File: src/inc/dca_pkg.sv
// constants for the sdram command, address and clock-enable front end
package dca_pkg;
   localparam int ADDR_W       = 14;
   localparam int BANK_W       = 2;
   localparam int NUM_BANKS    = 4;
   localparam int ROW_W        = 14;
   localparam int COL_W        = 12;
   localparam int AP_POS       = 10;   // auto precharge / precharge scope bit position
   localparam logic [1:0] MODE_SEL_BASE = 2'h0;
   localparam logic [1:0] MODE_SEL_EXT  = 2'h1;
   localparam logic [ADDR_W-1:0] ADDR_RST = 14'h0000;
   localparam logic [1:0]  BANK_RST = 2'h0;
   // command codes {ras_n, cas_n, we_n}
   localparam logic [2:0] CMD_MRS  = 3'h0;
   localparam logic [2:0] CMD_REF  = 3'h1;
   localparam logic [2:0] CMD_PRE  = 3'h2;
   localparam logic [2:0] CMD_ACT  = 3'h3;
   localparam logic [2:0] CMD_WR   = 3'h4;
   localparam logic [2:0] CMD_RD   = 3'h5;
   localparam logic [2:0] CMD_BST  = 3'h6;
   localparam logic [2:0] CMD_NOP  = 3'h7;
   typedef enum logic [1:0] {
      DCA_PWR_ACTIVE,
      DCA_PWR_PRE_PD,
      DCA_PWR_ACT_PD,
      DCA_PWR_SELF_REF
   } dca_pwr_t;
endpackage

File: src/design/dca_cmd_front.sv
// command decoder, bank tracker and clock-enable power state of the sdram
`timescale 1ns/1ps
// Functional notes
// - activate takes the row address from the address inputs and opens it
// - read/write take column address; address bit 10 requests auto precharge
// - precharge: bit 10 low closes selected bank, high closes all banks
// - mode-register load takes its operation code from the address inputs
// - bank-select inputs pick the bank for activate, read, write, precharge
// - bank-select picks base or extended mode register on a mode load
// - inputs sampled on true clock rising, complement clock falling crossing
// - output data and strobe timing referenced to the clock crossings
// - clock-enable high runs internal clock, buffers, drivers; low stops them
// - clock-enable low: idle banks enter precharge power-down or self refresh, else active power-down
// - power-down entry/exit and self refresh entry use clocked clock-enable
// - self refresh exit and output disable follow clock-enable without clock edge
// - in power-down only clock pair and clock-enable buffers remain active
// - in self refresh only the clock-enable buffer remains active
// - clock-enable treated as low after power-up until first driven high
// - chip select high masks every command; decode only when it is low
// - row strobe, column strobe, write-enable and chip select form the command
module dca_cmd_front (
   input  wire logic                        clk,             // system clock, 125 MHz
   input  wire logic                        reset,           // synchronous, active high
   input  wire logic                        clk_true,        // link clock, true phase
   input  wire logic                        clk_complement,  // link clock, complement phase
   input  wire logic                        cke,             // clock enable pin
   input  wire logic                        cs_n,            // chip select, active low
   input  wire logic                        ras_n,           // row strobe, active low
   input  wire logic                        cas_n,           // column strobe, active low
   input  wire logic                        we_n,            // write enable, active low
   input  wire logic [dca_pkg::ADDR_W-1:0]  addr,            // address inputs
   input  wire logic                        bank_select_lsb, // bank select bit 0
   input  wire logic                        bank_select_msb, // bank select bit 1
   output logic                             act_strobe,      // activate decoded pulse
   output logic                             rd_strobe,       // read decoded pulse
   output logic                             wr_strobe,       // write decoded pulse
   output logic                             pre_strobe,      // precharge decoded pulse
   output logic                             ref_strobe,      // auto refresh decoded pulse
   output logic                             mode_strobe,     // base mode load pulse
   output logic                             ext_mode_strobe, // extended mode load pulse
   output logic [dca_pkg::BANK_W-1:0]       cmd_bank,        // bank of decoded command
   output logic [dca_pkg::ROW_W-1:0]        row_addr,        // row for activate
   output logic [dca_pkg::COL_W-1:0]        col_addr,        // column for read/write
   output logic                             auto_pre,        // auto precharge with access
   output logic                             pre_all,         // precharge applies to all banks
   output logic [dca_pkg::ADDR_W-1:0]       mode_opcode,     // operation code of mode load
   output logic [dca_pkg::NUM_BANKS-1:0]    bank_open,       // per-bank row open flags
   output logic [1:0]                       pwr_state,       // dca_pwr_t encoding
   output logic                             int_clk_en,      // internal clock running
   output logic                             out_drv_en,      // output drivers enabled
   output logic                             cmd_buf_en,      // command/address buffers on
   output logic                             ck_buf_en,       // clock pair buffers on
   output logic                             io_edge          // crossing pulse for output timing
);

   // ==========================================================
   // input synchronisers
   // ==========================================================
   logic [1:0] ckt_s_r, ckc_s_r, cke_s_r;
   logic       ckt_d_r, ckc_d_r;
   logic [3:0] ctl_s1_r, ctl_s2_r;
   logic [dca_pkg::ADDR_W-1:0] addr_s1_r, addr_s2_r;
   logic [1:0] ba_s1_r, ba_s2_r;

   // two flops on every pin before use
   always_ff @(posedge clk) begin
      ckt_s_r   <= {ckt_s_r[0], clk_true};
      ckc_s_r   <= {ckc_s_r[0], clk_complement};
      cke_s_r   <= {cke_s_r[0], cke};
      ctl_s1_r  <= {cs_n, ras_n, cas_n, we_n};
      ctl_s2_r  <= ctl_s1_r;
      addr_s1_r <= addr;
      addr_s2_r <= addr_s1_r;
      ba_s1_r   <= {bank_select_msb, bank_select_lsb};
      ba_s2_r   <= ba_s1_r;
   end

   // previous synchronised clock phases for edge detection
   always_ff @(posedge clk) begin
      ckt_d_r <= ckt_s_r[1];
      ckc_d_r <= ckc_s_r[1];
   end

   logic crossing;
   logic cke_now;
   assign cke_now  = cke_s_r[1];
   // true rises while complement falls
   assign crossing = ckt_s_r[1] & ~ckt_d_r & ~ckc_s_r[1] & ckc_d_r;

   // ==========================================================
   // power state
   // ==========================================================
   dca_pkg::dca_pwr_t pwr_r;
   logic     cke_seen_r;   // clock enable driven high at least once
   logic     cke_q_r;      // clock enable registered at last crossing, set on self refresh exit
   logic     all_idle;
   logic     decode_ok;
   logic [2:0] cmd;

   assign all_idle = ~|bank_open;
   assign cmd      = ctl_s2_r[2:0];
   // commands only on a crossing while active, clock enable high and cs low
   assign decode_ok = crossing & cke_q_r & cke_now & ~ctl_s2_r[3]
                      & (pwr_r == dca_pkg::DCA_PWR_ACTIVE);

   // first high on clock enable arms it
   always_ff @(posedge clk) begin
      if (reset) begin
         cke_seen_r <= 1'b0;
      end else if (cke_now) begin
         cke_seen_r <= 1'b1;
      end
   end

   // clock enable registered on crossings, set at once when it rises in self refresh
   always_ff @(posedge clk) begin
      if (reset) begin
         cke_q_r <= 1'b0;
      end else if (pwr_r == dca_pkg::DCA_PWR_SELF_REF && cke_now) begin
         cke_q_r <= 1'b1;
      end else if (crossing) begin
         cke_q_r <= cke_now & cke_seen_r;
      end
   end

   // power-down and self refresh transitions
   always_ff @(posedge clk) begin
      if (reset) begin
         pwr_r <= dca_pkg::DCA_PWR_PRE_PD;
      end else begin
         case (pwr_r)
            dca_pkg::DCA_PWR_ACTIVE: begin
               if (crossing && !cke_now) begin
                  // refresh command with cke falling enters self refresh
                  if (all_idle && !ctl_s2_r[3] && cmd == dca_pkg::CMD_REF) begin
                     pwr_r <= dca_pkg::DCA_PWR_SELF_REF;
                  end else if (all_idle) begin
                     pwr_r <= dca_pkg::DCA_PWR_PRE_PD;
                  end else begin
                     pwr_r <= dca_pkg::DCA_PWR_ACT_PD;
                  end
               end
            end
            dca_pkg::DCA_PWR_PRE_PD,
            dca_pkg::DCA_PWR_ACT_PD: begin
               if (crossing && cke_now && cke_seen_r) begin
                  pwr_r <= dca_pkg::DCA_PWR_ACTIVE;
               end
            end
            dca_pkg::DCA_PWR_SELF_REF: begin
               if (cke_now) begin
                  pwr_r <= dca_pkg::DCA_PWR_ACTIVE;
               end
            end
            default: pwr_r <= dca_pkg::DCA_PWR_PRE_PD;
         endcase
      end
   end

   // buffer and driver enables follow the power state
   always_ff @(posedge clk) begin
      if (reset) begin
         int_clk_en <= 1'b0;
         out_drv_en <= 1'b0;
         cmd_buf_en <= 1'b0;
         ck_buf_en  <= 1'b1;
         pwr_state  <= 2'h1;
      end else begin
         int_clk_en <= (pwr_r == dca_pkg::DCA_PWR_ACTIVE);
         out_drv_en <= (pwr_r == dca_pkg::DCA_PWR_ACTIVE) & cke_now;
         cmd_buf_en <= (pwr_r == dca_pkg::DCA_PWR_ACTIVE);
         ck_buf_en  <= (pwr_r != dca_pkg::DCA_PWR_SELF_REF);
         pwr_state  <= pwr_r;
      end
   end

   // crossing marker for data and strobe launch timing
   always_ff @(posedge clk) begin
      if (reset) begin
         io_edge <= 1'b0;
      end else begin
         io_edge <= crossing & out_drv_en;
      end
   end

   // ==========================================================
   // command decode
   // ==========================================================
   logic [dca_pkg::BANK_W-1:0] ba;
   logic ap_bit;
   assign ba     = ba_s2_r;
   assign ap_bit = addr_s2_r[dca_pkg::AP_POS];

   // one-cycle strobes per decoded command
   always_ff @(posedge clk) begin
      if (reset) begin
         act_strobe      <= 1'b0;
         rd_strobe       <= 1'b0;
         wr_strobe       <= 1'b0;
         pre_strobe      <= 1'b0;
         ref_strobe      <= 1'b0;
         mode_strobe     <= 1'b0;
         ext_mode_strobe <= 1'b0;
      end else begin
         act_strobe      <= decode_ok & (cmd == dca_pkg::CMD_ACT);
         rd_strobe       <= decode_ok & (cmd == dca_pkg::CMD_RD);
         wr_strobe       <= decode_ok & (cmd == dca_pkg::CMD_WR);
         pre_strobe      <= decode_ok & (cmd == dca_pkg::CMD_PRE);
         ref_strobe      <= decode_ok & (cmd == dca_pkg::CMD_REF);
         mode_strobe     <= decode_ok & (cmd == dca_pkg::CMD_MRS)
                            & (ba == dca_pkg::MODE_SEL_BASE);
         ext_mode_strobe <= decode_ok & (cmd == dca_pkg::CMD_MRS)
                            & (ba == dca_pkg::MODE_SEL_EXT);
      end
   end

   // address fields captured with their command
   always_ff @(posedge clk) begin
      if (reset) begin
         cmd_bank    <= dca_pkg::BANK_RST;
         row_addr    <= dca_pkg::ADDR_RST;
         col_addr    <= dca_pkg::COL_W'(0);
         auto_pre    <= 1'b0;
         pre_all     <= 1'b0;
         mode_opcode <= dca_pkg::ADDR_RST;
      end else if (decode_ok) begin
         case (cmd)
            dca_pkg::CMD_ACT: begin
               cmd_bank <= ba;
               row_addr <= addr_s2_r;
            end
            dca_pkg::CMD_RD,
            dca_pkg::CMD_WR: begin
               cmd_bank <= ba;
               col_addr <= {addr_s2_r[dca_pkg::COL_W:dca_pkg::AP_POS+1],
                            addr_s2_r[dca_pkg::AP_POS-1:0]};
               auto_pre <= ap_bit;
            end
            dca_pkg::CMD_PRE: begin
               cmd_bank <= ba;
               pre_all  <= ap_bit;
            end
            dca_pkg::CMD_MRS: begin
               if (ba == dca_pkg::MODE_SEL_BASE || ba == dca_pkg::MODE_SEL_EXT) begin
                  mode_opcode <= addr_s2_r;
               end
            end
            default: begin
               cmd_bank <= cmd_bank;
            end
         endcase
      end
   end

   // ==========================================================
   // per-bank open row tracking
   // ==========================================================
   genvar gb;
   generate
      for (gb = 0; gb < dca_pkg::NUM_BANKS; gb++) begin : g_bank
         // open on activate, close on precharge or auto precharge
         always_ff @(posedge clk) begin
            if (reset) begin
               bank_open[gb] <= 1'b0;
            end else if (decode_ok) begin
               if (cmd == dca_pkg::CMD_ACT && ba == dca_pkg::BANK_W'(gb)) begin
                  bank_open[gb] <= 1'b1;
               end else if (cmd == dca_pkg::CMD_PRE && (ap_bit || ba == dca_pkg::BANK_W'(gb))) begin
                  bank_open[gb] <= 1'b0;
               end else if ((cmd == dca_pkg::CMD_RD || cmd == dca_pkg::CMD_WR)
                            && ba == dca_pkg::BANK_W'(gb) && ap_bit) begin
                  bank_open[gb] <= 1'b0;
               end
            end
         end
      end
   endgenerate

endmodule

File: config.mk
export PLATFORM = sky130hd
export DESIGN_NAME = dca_cmd_front
export DESIGN_NICKNAME = d
export VERILOG_FILES = /design/src/inc/dca_pkg.sv /design/src/design/dca_cmd_front.sv
export SDC_FILE = /design/constraint.sdc
export NUM_CORES = 1
export LEC_CHECK = 0
export ABC_AREA = 1
export BUFFER_PORTS_ARGS = -buffer_cell sky130_fd_sc_hd__buf_2
export CAP_MARGIN = 40
export CELL_PAD_IN_SITES_DETAIL_PLACEMENT = 0
export CELL_PAD_IN_SITES_GLOBAL_PLACEMENT = 1
export CORE_MARGIN = 2
export CORE_UTILIZATION = 32
export CTS_CLUSTER_DIAMETER = 40
export CTS_CLUSTER_SIZE = 40
export DETAILED_ROUTE_END_ITERATION = 7
export PLACE_DENSITY_LB_ADDON = 0.3
export SLEW_MARGIN = 5
export SYNTH_ARGS = -nofsm -noshare
export SYNTH_HDL_FRONTEND = slang
export SYNTH_SLANG_ARGS = --single-unit
File: constraint.sdc
create_clock -name clk -period 1.3 [get_ports clk]
set_input_delay 0 -clock clk [delete_from_list [all_inputs] [get_ports clk]]
set_output_delay 0 -clock clk [all_outputs]
set_load 0.02 [all_outputs]
==> results.toml, run 1 <==
[status]
outcome = "complete, but fails checks"
violations = "negative setup slack"

[yosys]
ys.warnings.count = 0
syn-mean-instance-area_sq_um = 7.95
netlist_instances = 468
synth-seq-cells = 113
post-synth-top-area-cell = "dfxtp_1"
synth.cell_area_sq_um = 3720
postSynthNetCount = 496
yosys.area.top_type_share_pct = 60.8
synth.lib_cells_used.distinct = 20
ys_top_cells_by_area = "dfxtp_1 (61%), nand2_1 (14%), nor2_1 (11%)"
register_area_share_after_synthesis_pct = 60.8

[clocking]
cts_root_buffer = "clkbuf_16"
tritoncts = "built"
numCtsBuffers = 17
htree_num_levels = 4
worstSkewPairLatency_ns = 0.41
clock-sinks = 113
clock_transition_at_the_register_clock_pins_on_the_worst_setup_and_hold_paths_after_cts_ns = 0.05
clk_path_buf_depth = 2

[die]
std_cell_rows = 39
io_pins = 87
die_x_um = 112
floorplan.initialDensity_pct = 32.7
die_footprint_sq_um = 12500
floorplan.die.height_um = 112
fp.coreArea_sq_um = 11400

[routing]
drtPass1Iterations = 4
dr_total_vias = 3160
detail_route.drc_violations = 0
detail_route.iter0.violations = 168
ant_nets = 0
wl_um = 9050
wl_per_cell_um = 11.8
avgViaCountPerCell = 4.13

[hold_path]
worst_hold_stages = 2
min_path_type = "input port to register"

[power]
power.ir.vdd_worst_mv = 0.989
total_leakage_power_nw = 2.88
totalPowerFinal_mw = 8.89
seqPwrFrac_pct = 41.8
power.switching_mw = 1.96
power_density_nw_per_um2 = 1610
p_int_mw = 6.93
power_switching_share_pct = 22.1
power_frac_clock_pct = 49.2
combinationalPowerShare_pct = 9.1

[timing]
unrepaired_setup_endpoints_after_global_routing = "true"
final_period_minus_worst_setup_slack_ns = 1.37
headroom_to_the_max_slew_limit_pct = 74.6
timing_hold_violations_final = 0
worst_slack_ns = -0.0669
clock_skew_ns = 0.0133
maximum_clock_frequency_mhz = 732
timing.final.setup_violations = 47
finalSetupTns_ns = -2.06
worst_pin_slew_ns = 0.381
fin_hold_ws_ns = 0.221
final_max_slew_viol_count = 0
post-route-period-util_pct = 105

[place]
dp_cells = 703
gp_congestion = 0.745
dpl-instance-area_sq_um = 4420
port-buffer-count = 86
dpl.hpwl_um = 5730
dp_slack_ns = -0.176

[cells_and_area]
post-route-cell-area_sq_um = 5540
n_diodes = 0
most_frequent_cells_in_the_layout = "nand2_1 (125), dfxtp_1 (109), nor2_1 (103)"
num-fill-cells = 1110
utilization_pct = 48.7
areaGrowthSynthToFinish_pct = 48.8
most_common_cell_after_layout_fill_and_taps_aside = "nand2_1"
final_layout_net_count = 641
drive_gt1_share_pct = 29.7
final_cells = 766

[global_routing]
number_of_global_route_vias_before_repair = 3004
grt_first_pass_wirelength_um = 14400
antenna_found_initial = 0
globalRouteMet1Util_pct = 19.0
globalRouteMet2Util_pct = 23.3
grt_overflow = 0
grt_max_degree = 35
gr-usage-all-layers_pct = 15.0
met3_usage_in_global_routing_pct = 5.12
grt_busiest_layer = "met2"

[worst_setup_path]
slowest_stage = "dfxtp_2"
timing.critical_path.fanout_max = 14
critical_path.cell_chain = "inv_2 -> ha_4 -> nand4_4 -> nor2_4 -> buf_12 -> nand2_8 -> nand2_1 -> nand2_1 -> nor2_1"
worst-endpoint-arrival_ns = 1.70
cp_data_required_time_ns = 1.63
crit_buf_inv = 2
cp-end-kind = "register"
worst_r2r_path_depth = 9
critical_path.startpoint_type = "register"
regToRegSetupSlack_ns = -0.07
critical_path.max_stage_delay_ns = 0.32
critical_path_class = "register to register"
worst_path_most_repeated_cell = "nand2_1"
critical_path_cell_count = 9
cp_top_family = "simple AND/OR/NAND/NOR gates"

[job]
cap_violations = 0
metal layers:
metal / vias to the layer above / part of all wire, %
met5: - / 0
met3: 13 / 4.9
li1: 1660 / -
met1: 1412 / 48
met2: 75 / 45
met4: 0 / 1.7
registers in the layout, indices dropped and copies added, names as in the netlist, 4 cells and up:
signal,cells
ctl_s2_r,4
addr_s2_r,14
bank_open,4
ctl_s1_r,4
mode_opcode,14
col_addr,12
addr_s1_r,14
row_addr,14
synth_stat cells:
master / instances
a21oi_1: 2
ha_1: 3
buf_4: 1
dfxtp_1: 113
a31oi_1: 1
nand2_1: 138
buf_2: 7
buf_6: 3
nor2_2: 1
nor3_1: 3
o21ai_0: 1
nand2_4: 3
clkbuf_1: 2
nor2_1: 110
nand4_1: 2
nor2_4: 1
buf_1: 1
nand3_1: 8
nand4_2: 1
inv_1: 67
path summary, 6_finish.rpt:
kind	start	to
worst max register to register	pwr_r[0]	mode_opcode[9]
worst min register to register	addr_s1_r[12]	addr_s2_r[12]
worst max-delay path	pwr_r[0]	mode_opcode[9]
worst min-delay path	addr[10]	addr_s1_r[10]
power groups by stage:
stage	Clock, mW	Sequential [mW]	Combinational (mW)
floorplan	0	3.80	0.315
global placement	0	3.77	0.590
detailed placement	0	3.78	0.593
CTS	4.47	3.71	0.694
global route	4.63	3.73	0.896
finish	4.37	3.71	0.806
kinds of logic after synthesis:
group	synth area share, %
AO/OA/AOI/OAI	0.571
adder cells (fa/ha/maj)	1.01
buffers and inverters	9.11
flip-flops	60.8
AND/OR/NAND/NOR	28.5
timing repair:
item | CTS | global route
resized for setup | 22 | 24
setup endpoints to repair | 57 | 56
buffers inserted | 1 | 6
hold buffers | 24 | 0
gates cloned | 2 | 1
pin swaps | 4 | 12
hold endpoints to repair | 29 | 0
final cells by class:
cell class	count	area, sq um	area share [%]
clock buffers	22	474	8.56
clock inverters	7	85.1	1.54
inverters	67	251	4.54
multi-input cells	277	1350	24.4
flip-flops and latches	113	2270	40.9
well taps	143	179	3.23
repair buffers	137	931	16.8
No activity file was read; power rests on OpenSTA's default activity.
==> run 2, diff against run 1 <==
==> constraint.sdc (replaced) <==
create_clock -name clk -period 1.3 [get_ports clk]
set_input_delay 0 -clock clk [delete_from_list [all_inputs] [get_ports clk]]
set_output_delay 0 -clock clk [all_outputs]
set_load 0.1 [all_outputs]
==> run 2 against run 1 <==
Compared with the run above: the flow still finishes with violations (negative setup slack); global-route usage rose by 0.31 points; die area unchanged; final cell count up 0.39%; first-iteration DRC count fell by 46%; largest cell class unchanged.
==> results.toml, run 2 (same netlist as run 1, synthesis figures left out) <==
[power]
power_frac_clock_pct = 47.9
p_int_mw = 6.82
total_leakage_power_nw = 2.88
seqPwrFrac_pct = 40.4
power_switching_share_pct = 25.6
power_density_nw_per_um2 = 1650
power.ir.vdd_worst_mv = 1.21
combinationalPowerShare_pct = 11.6
totalPowerFinal_mw = 9.17
power.switching_mw = 2.35

[routing]
detail_route.drc_violations = 0
wl_um = 8970
detail_route.iter0.violations = 90
avgViaCountPerCell = 4.04
dr_total_vias = 3105
wl_per_cell_um = 11.7
top_layer_used = "met4"
ant_nets = 0
met2WireLength_um = 4140
drtPass1Iterations = 4
met3_wirelength_um = 422
detail_route.wirelength.met1_um = 4280

[cells_and_area]
most_common_cell_after_layout_fill_and_taps_aside = "nand2_1"
areaGrowthSynthToFinish_pct = 49.5
drive_gt1_share_pct = 30.8
most_frequent_cells_in_the_layout = "nand2_1 (125), dfxtp_1 (105), nor2_1 (102)"
n_diodes = 0
final_layout_net_count = 641

[clocking]
htree_num_levels = 4
cts_root_buffer = "clkbuf_16"
worstSkewPairLatency_ns = 0.41
clk_path_buf_depth = 2
numCtsBuffers = 17
clock-sinks = 113
tritoncts = "built"
clock_transition_at_the_register_clock_pins_on_the_worst_setup_and_hold_paths_after_cts_ns = 0.05

[global_routing]
antenna_found_initial = 0
gr-usage-all-layers_pct = 15.4
number_of_global_route_vias_before_repair = 2995
grt_first_pass_wirelength_um = 14600
grt_overflow = 0
grt_max_degree = 30

[hold_path]
min_path_type = "input port to register"
worst_hold_startpoint = "addr[12]"
worst_hold_stages = 2

[timing]
worst_slack_ns = -0.0605
unrepaired_setup_endpoints_after_global_routing = "true"
worst_pin_slew_ns = 0.518
timing_hold_violations_final = 0
final_period_minus_worst_setup_slack_ns = 1.36
timing.final.setup_violations = 51
maximum_clock_frequency_mhz = 735
clock_skew_ns = 0.0111
headroom_to_the_max_slew_limit_pct = 65.7
final_max_slew_viol_count = 0
post-route-period-util_pct = 105

[place]
gp_congestion = 0.749
dp_slack_ns = -0.170
dpl.hpwl_um = 5790
port-buffer-count = 86

[worst_setup_path]
worst_path_most_repeated_cell = "nand2_1"
cp_data_required_time_ns = 1.59
crit-reg2reg-launch = "pwr_r[0]"
crit_buf_inv = 2
cp-end-kind = "register"
cp_top_family = "simple AND/OR/NAND/NOR gates"
slowest_stage = "dfxtp_2"
startpoint = "pwr_r[0]"
critical_path_class = "register to register"
critical_path.max_stage_delay_ns = 0.32
critical_path.cell_chain = "inv_2 -> ha_4 -> buf_4 -> nand2_4 -> nor2_4 -> nand3_2 -> nand2_4 -> nand2_1 -> nand2_1 -> nand2_1"
worst_r2r_path_depth = 10
critical_path_cell_count = 10
worst-endpoint-arrival_ns = 1.66
critical_path.startpoint_type = "register"
timing.critical_path.fanout_max = 4

[die]
die_footprint_sq_um = 12500
floorplan.initialDensity_pct = 32.7
die_x_um = 112
io_pins = 87
floorplan.die.height_um = 112
std_cell_rows = 39
fp.coreArea_sq_um = 11400

[status]
outcome = "complete, but fails checks"
violations = "negative setup slack"

[job]
cap_violations = 0
[run 2: cell types whose count changed in the layout (fill, tap and decap cells not counted), moves of 3 or more]
cell and delta:
dfxtp_2 +4, clkinv_2 -3, dfxtp_1 -4, buf_4 +3, nand3_2 -3, clkinvlp_4 +4
[run 2: cell type report]
class,count,area [sq um]
fillers,1108,5800
flip-flops and latches,113,2270
multi-input cells,277,1390
repair buffers,137,902
clock buffers,21,470
inverters,67,251
well taps,143,179
clock inverters,11,105
[run 2: power by group through the flow]
stage / Clock (mW) / Sequential [mW] / Combinational (mW)
floorplan: 0 / 3.99 / 0.357
global placement: 0 / 3.77 / 0.826
detailed placement: 0 / 3.78 / 0.838
CTS: 4.50 / 3.71 / 0.973
global route: 4.69 / 3.72 / 1.14
finish: 4.39 / 3.71 / 1.07
[run 2: routing by layer]
metal / up-vias / GRT usage (%)
met3: 11 / 5.50
met4: 0 / 6.09
met2: 64 / 23.9
met5: - / 0
li1: 1667 / -
met1: 1363 / 19.5
[run 2: worst paths after layout]
check	to	slack, ns
max	bank_open[3]	-0.06
min	addr_s1_r[12]	0.23
max reg2reg	bank_open[3]	-0.06
min reg2reg	ctl_s2_r[1]	0.32
[run 2: timing repair]
| item | 4_1_cts | 5_1_grt |
|---|---|---|
| endpoints found under the setup margin | 55 | 57 |
| pin swaps | 8 | 11 |
| hold buffers | 24 | 0 |
| cloned | 3 | 0 |
| endpoints found under the hold margin | 29 | 0 |
| buffers inserted | 5 | 4 |
| resized for setup | 21 | 29 |
[run 2: through the flow]
step / utilization [%] / setup TNS (ns) / cells / instance area, sq um / hold slack [ns]
floorplan: - / -0.397 / 468 / 3770 / 0.0277
global placement: 38.8 / -4.85 / 701 / 4410 / 0.102
detailed placement: 38.8 / -6.89 / 701 / 4410 / 0.104
CTS: 47.5 / -1.77 / 765 / 5400 / 0.206
global route: 48.9 / -7.46 / 769 / 5570 / 0.208
finish: 48.9 / -1.87 / 769 / 5570 / 0.226
==> run 3, diff against run 2 <==
--- a/config.mk
+++ b/config.mk
@@ -15,6 +15,7 @@
 export CTS_CLUSTER_DIAMETER = 40
 export CTS_CLUSTER_SIZE = 40
 export DETAILED_ROUTE_END_ITERATION = 7
+export MAX_ROUTING_LAYER = met4
 export PLACE_DENSITY_LB_ADDON = 0.3
 export SLEW_MARGIN = 5
 export SYNTH_ARGS = -nofsm -noshare
==> run 3 against run 2 <==
Compared with the run above: non-clock buffer count unchanged; flip-flop and latch count unchanged; the flow still finishes with violations (negative setup slack); clock-buffer cell count unchanged; sequential share of layout area unchanged; sequential power about the same; critical endpoint unchanged.
==> results.toml, run 3 (same netlist as run 1, synthesis figures left out) <==
[routing]
dr_total_vias = 3128
ant_nets = 0
drtPass1Iterations = 4
detail_route.drc_violations = 0
avgViaCountPerCell = 4.07
detail_route.iter0.violations = 88
wl_per_cell_um = 11.7
wl_um = 8970

[place]
dp_cells = 701
dp_slack_ns = -0.170
dpl.hpwl_um = 5790
gp_congestion = 0.758
port-buffer-count = 86

[power]
total_leakage_power_nw = 2.88
power_density_nw_per_um2 = 1650
power.ir.vdd_worst_mv = 1.21
totalPowerFinal_mw = 9.16

[worst_setup_path]
critical_path.max_stage_delay_ns = 0.32
crit-reg2reg-launch = "pwr_r[0]"
crit_buf_inv = 2
cp_top_family = "simple AND/OR/NAND/NOR gates"
worst_r2r_endpoint = "bank_open[3]"
worst_path_most_repeated_cell = "nand2_1"
timing.critical_path.fanout_max = 4
slowest_stage = "dfxtp_2"
regToRegSetupSlack_ns = -0.06
worst-endpoint-arrival_ns = 1.65
cp-end-kind = "register"
worst_r2r_path_depth = 10
critical_path.cell_chain = "inv_2 -> ha_4 -> buf_4 -> nand2_4 -> nor2_4 -> nand3_2 -> nand2_4 -> nand2_1 -> nand2_1 -> nand2_1"
cp_data_required_time_ns = 1.59
critical_path.startpoint_type = "register"
critical_path_class = "register to register"

[status]
outcome = "complete, but fails checks"
violations = "negative setup slack"

[timing]
finalSetupTns_ns = -1.92
headroom_to_the_max_slew_limit_pct = 65.8
final_max_slew_viol_count = 0
unrepaired_setup_endpoints_after_global_routing = "true"
timing_hold_violations_final = 0
worst_slack_ns = -0.0597
final_period_minus_worst_setup_slack_ns = 1.36
maximum_clock_frequency_mhz = 735
clock_skew_ns = 0.00874
post-route-period-util_pct = 105
fin_hold_ws_ns = 0.227
timing.final.setup_violations = 52
worst_pin_slew_ns = 0.517

[hold_path]
worst_hold_startpoint = "addr[12]"
min_path_type = "input port to register"
worst_hold_stages = 2
min_delay_worst_endpoint = "addr_s1_r[12]"

[clocking]
cts_root_buffer = "clkbuf_16"
clock-sinks = 113
tritoncts = "built"
htree_num_levels = 4
clk_path_buf_depth = 2
clock_transition_at_the_register_clock_pins_on_the_worst_setup_and_hold_paths_after_cts_ns = 0.05
worstSkewPairLatency_ns = 0.41
numCtsBuffers = 17

[cells_and_area]
final_cells = 769
final_layout_net_count = 641
most_frequent_cells_in_the_layout = "nand2_1 (126), dfxtp_1 (105), nor2_1 (101)"
num-fill-cells = 1105
n_diodes = 0
most_common_cell_after_layout_fill_and_taps_aside = "nand2_1"
drive_gt1_share_pct = 30.8
areaGrowthSynthToFinish_pct = 49.5

[global_routing]
grt_overflow = 0
number_of_global_route_vias_before_repair = 2991
grt_first_pass_wirelength_um = 14600
antenna_found_initial = 0
grt_max_degree = 30
gr-usage-all-layers_pct = 15.8

[die]
floorplan.initialDensity_pct = 32.7
die_x_um = 112
floorplan.die.height_um = 112
io_pins = 87
fp.coreArea_sq_um = 11400
std_cell_rows = 39
die_footprint_sq_um = 12500

[job]
cap_violations = 0
-- run 3: area by class of cell --
| type | count | area (sq um) | area share (%) |
|---|---|---|---|
| flip-flops and latches | 113 | 2270 | 40.8 |
| multi-input cells | 277 | 1390 | 24.9 |
| repair buffers | 137 | 902 | 16.2 |
| clock buffers | 21 | 470 | 8.45 |
| inverters | 67 | 251 | 4.52 |
| well taps | 143 | 179 | 3.21 |
| clock inverters | 11 | 105 | 1.89 |
-- run 3: worst max-delay path by stage --
stage               startpoint              end  slack, ns  cells past startpoint
finish                pwr_r[0]     bank_open[3]      -0.06                     10
CTS                   pwr_r[0]   mode_opcode[0]      -0.05                      9
floorplan             pwr_r[1]  mode_opcode[10]      -0.02                      8
global route          pwr_r[0]     bank_open[3]      -0.17                     10
global placement      pwr_r[1]      row_addr[6]      -0.12                      7
detailed placement    pwr_r[1]      col_addr[5]      -0.17                      8
-- run 3: per-layer routing --
| metal | vias to the layer above | part of all wire (%) | track usage (%) |
|---|---|---|---|
| met5 | - | 0 | - |
| met1 | 1375 | 47 | 19.6 |
| met2 | 74 | 46 | 23.9 |
| met3 | 10 | 5.1 | 5.33 |
| li1 | 1669 | - | - |
| met4 | 0 | 1.4 | 6.09 |
-- run 3: report_power, final --
part	internal [mW]	switching, mW
logic	0.414	0.653
registers	3.62	0.0881
clock network	2.78	1.60
total	6.82	2.34
-- run 3: through the flow --
stage          area (sq um)  util (%)
2_1_floorplan          3770         -
3_3_place_gp           4410      38.8
3_5_place_dp           4410      38.8
4_1_cts                5400      47.5
5_1_grt                5570      48.9
6_report               5570      48.9
-- run 3: timing repair --
item,4_1_cts,5_1_grt
hold buffers,24,0
pin swaps,8,11
endpoints found under the setup margin,55,57
endpoints found under the hold margin,29,0
cloned,3,0
resized for setup,21,29
setup buffers,5,4
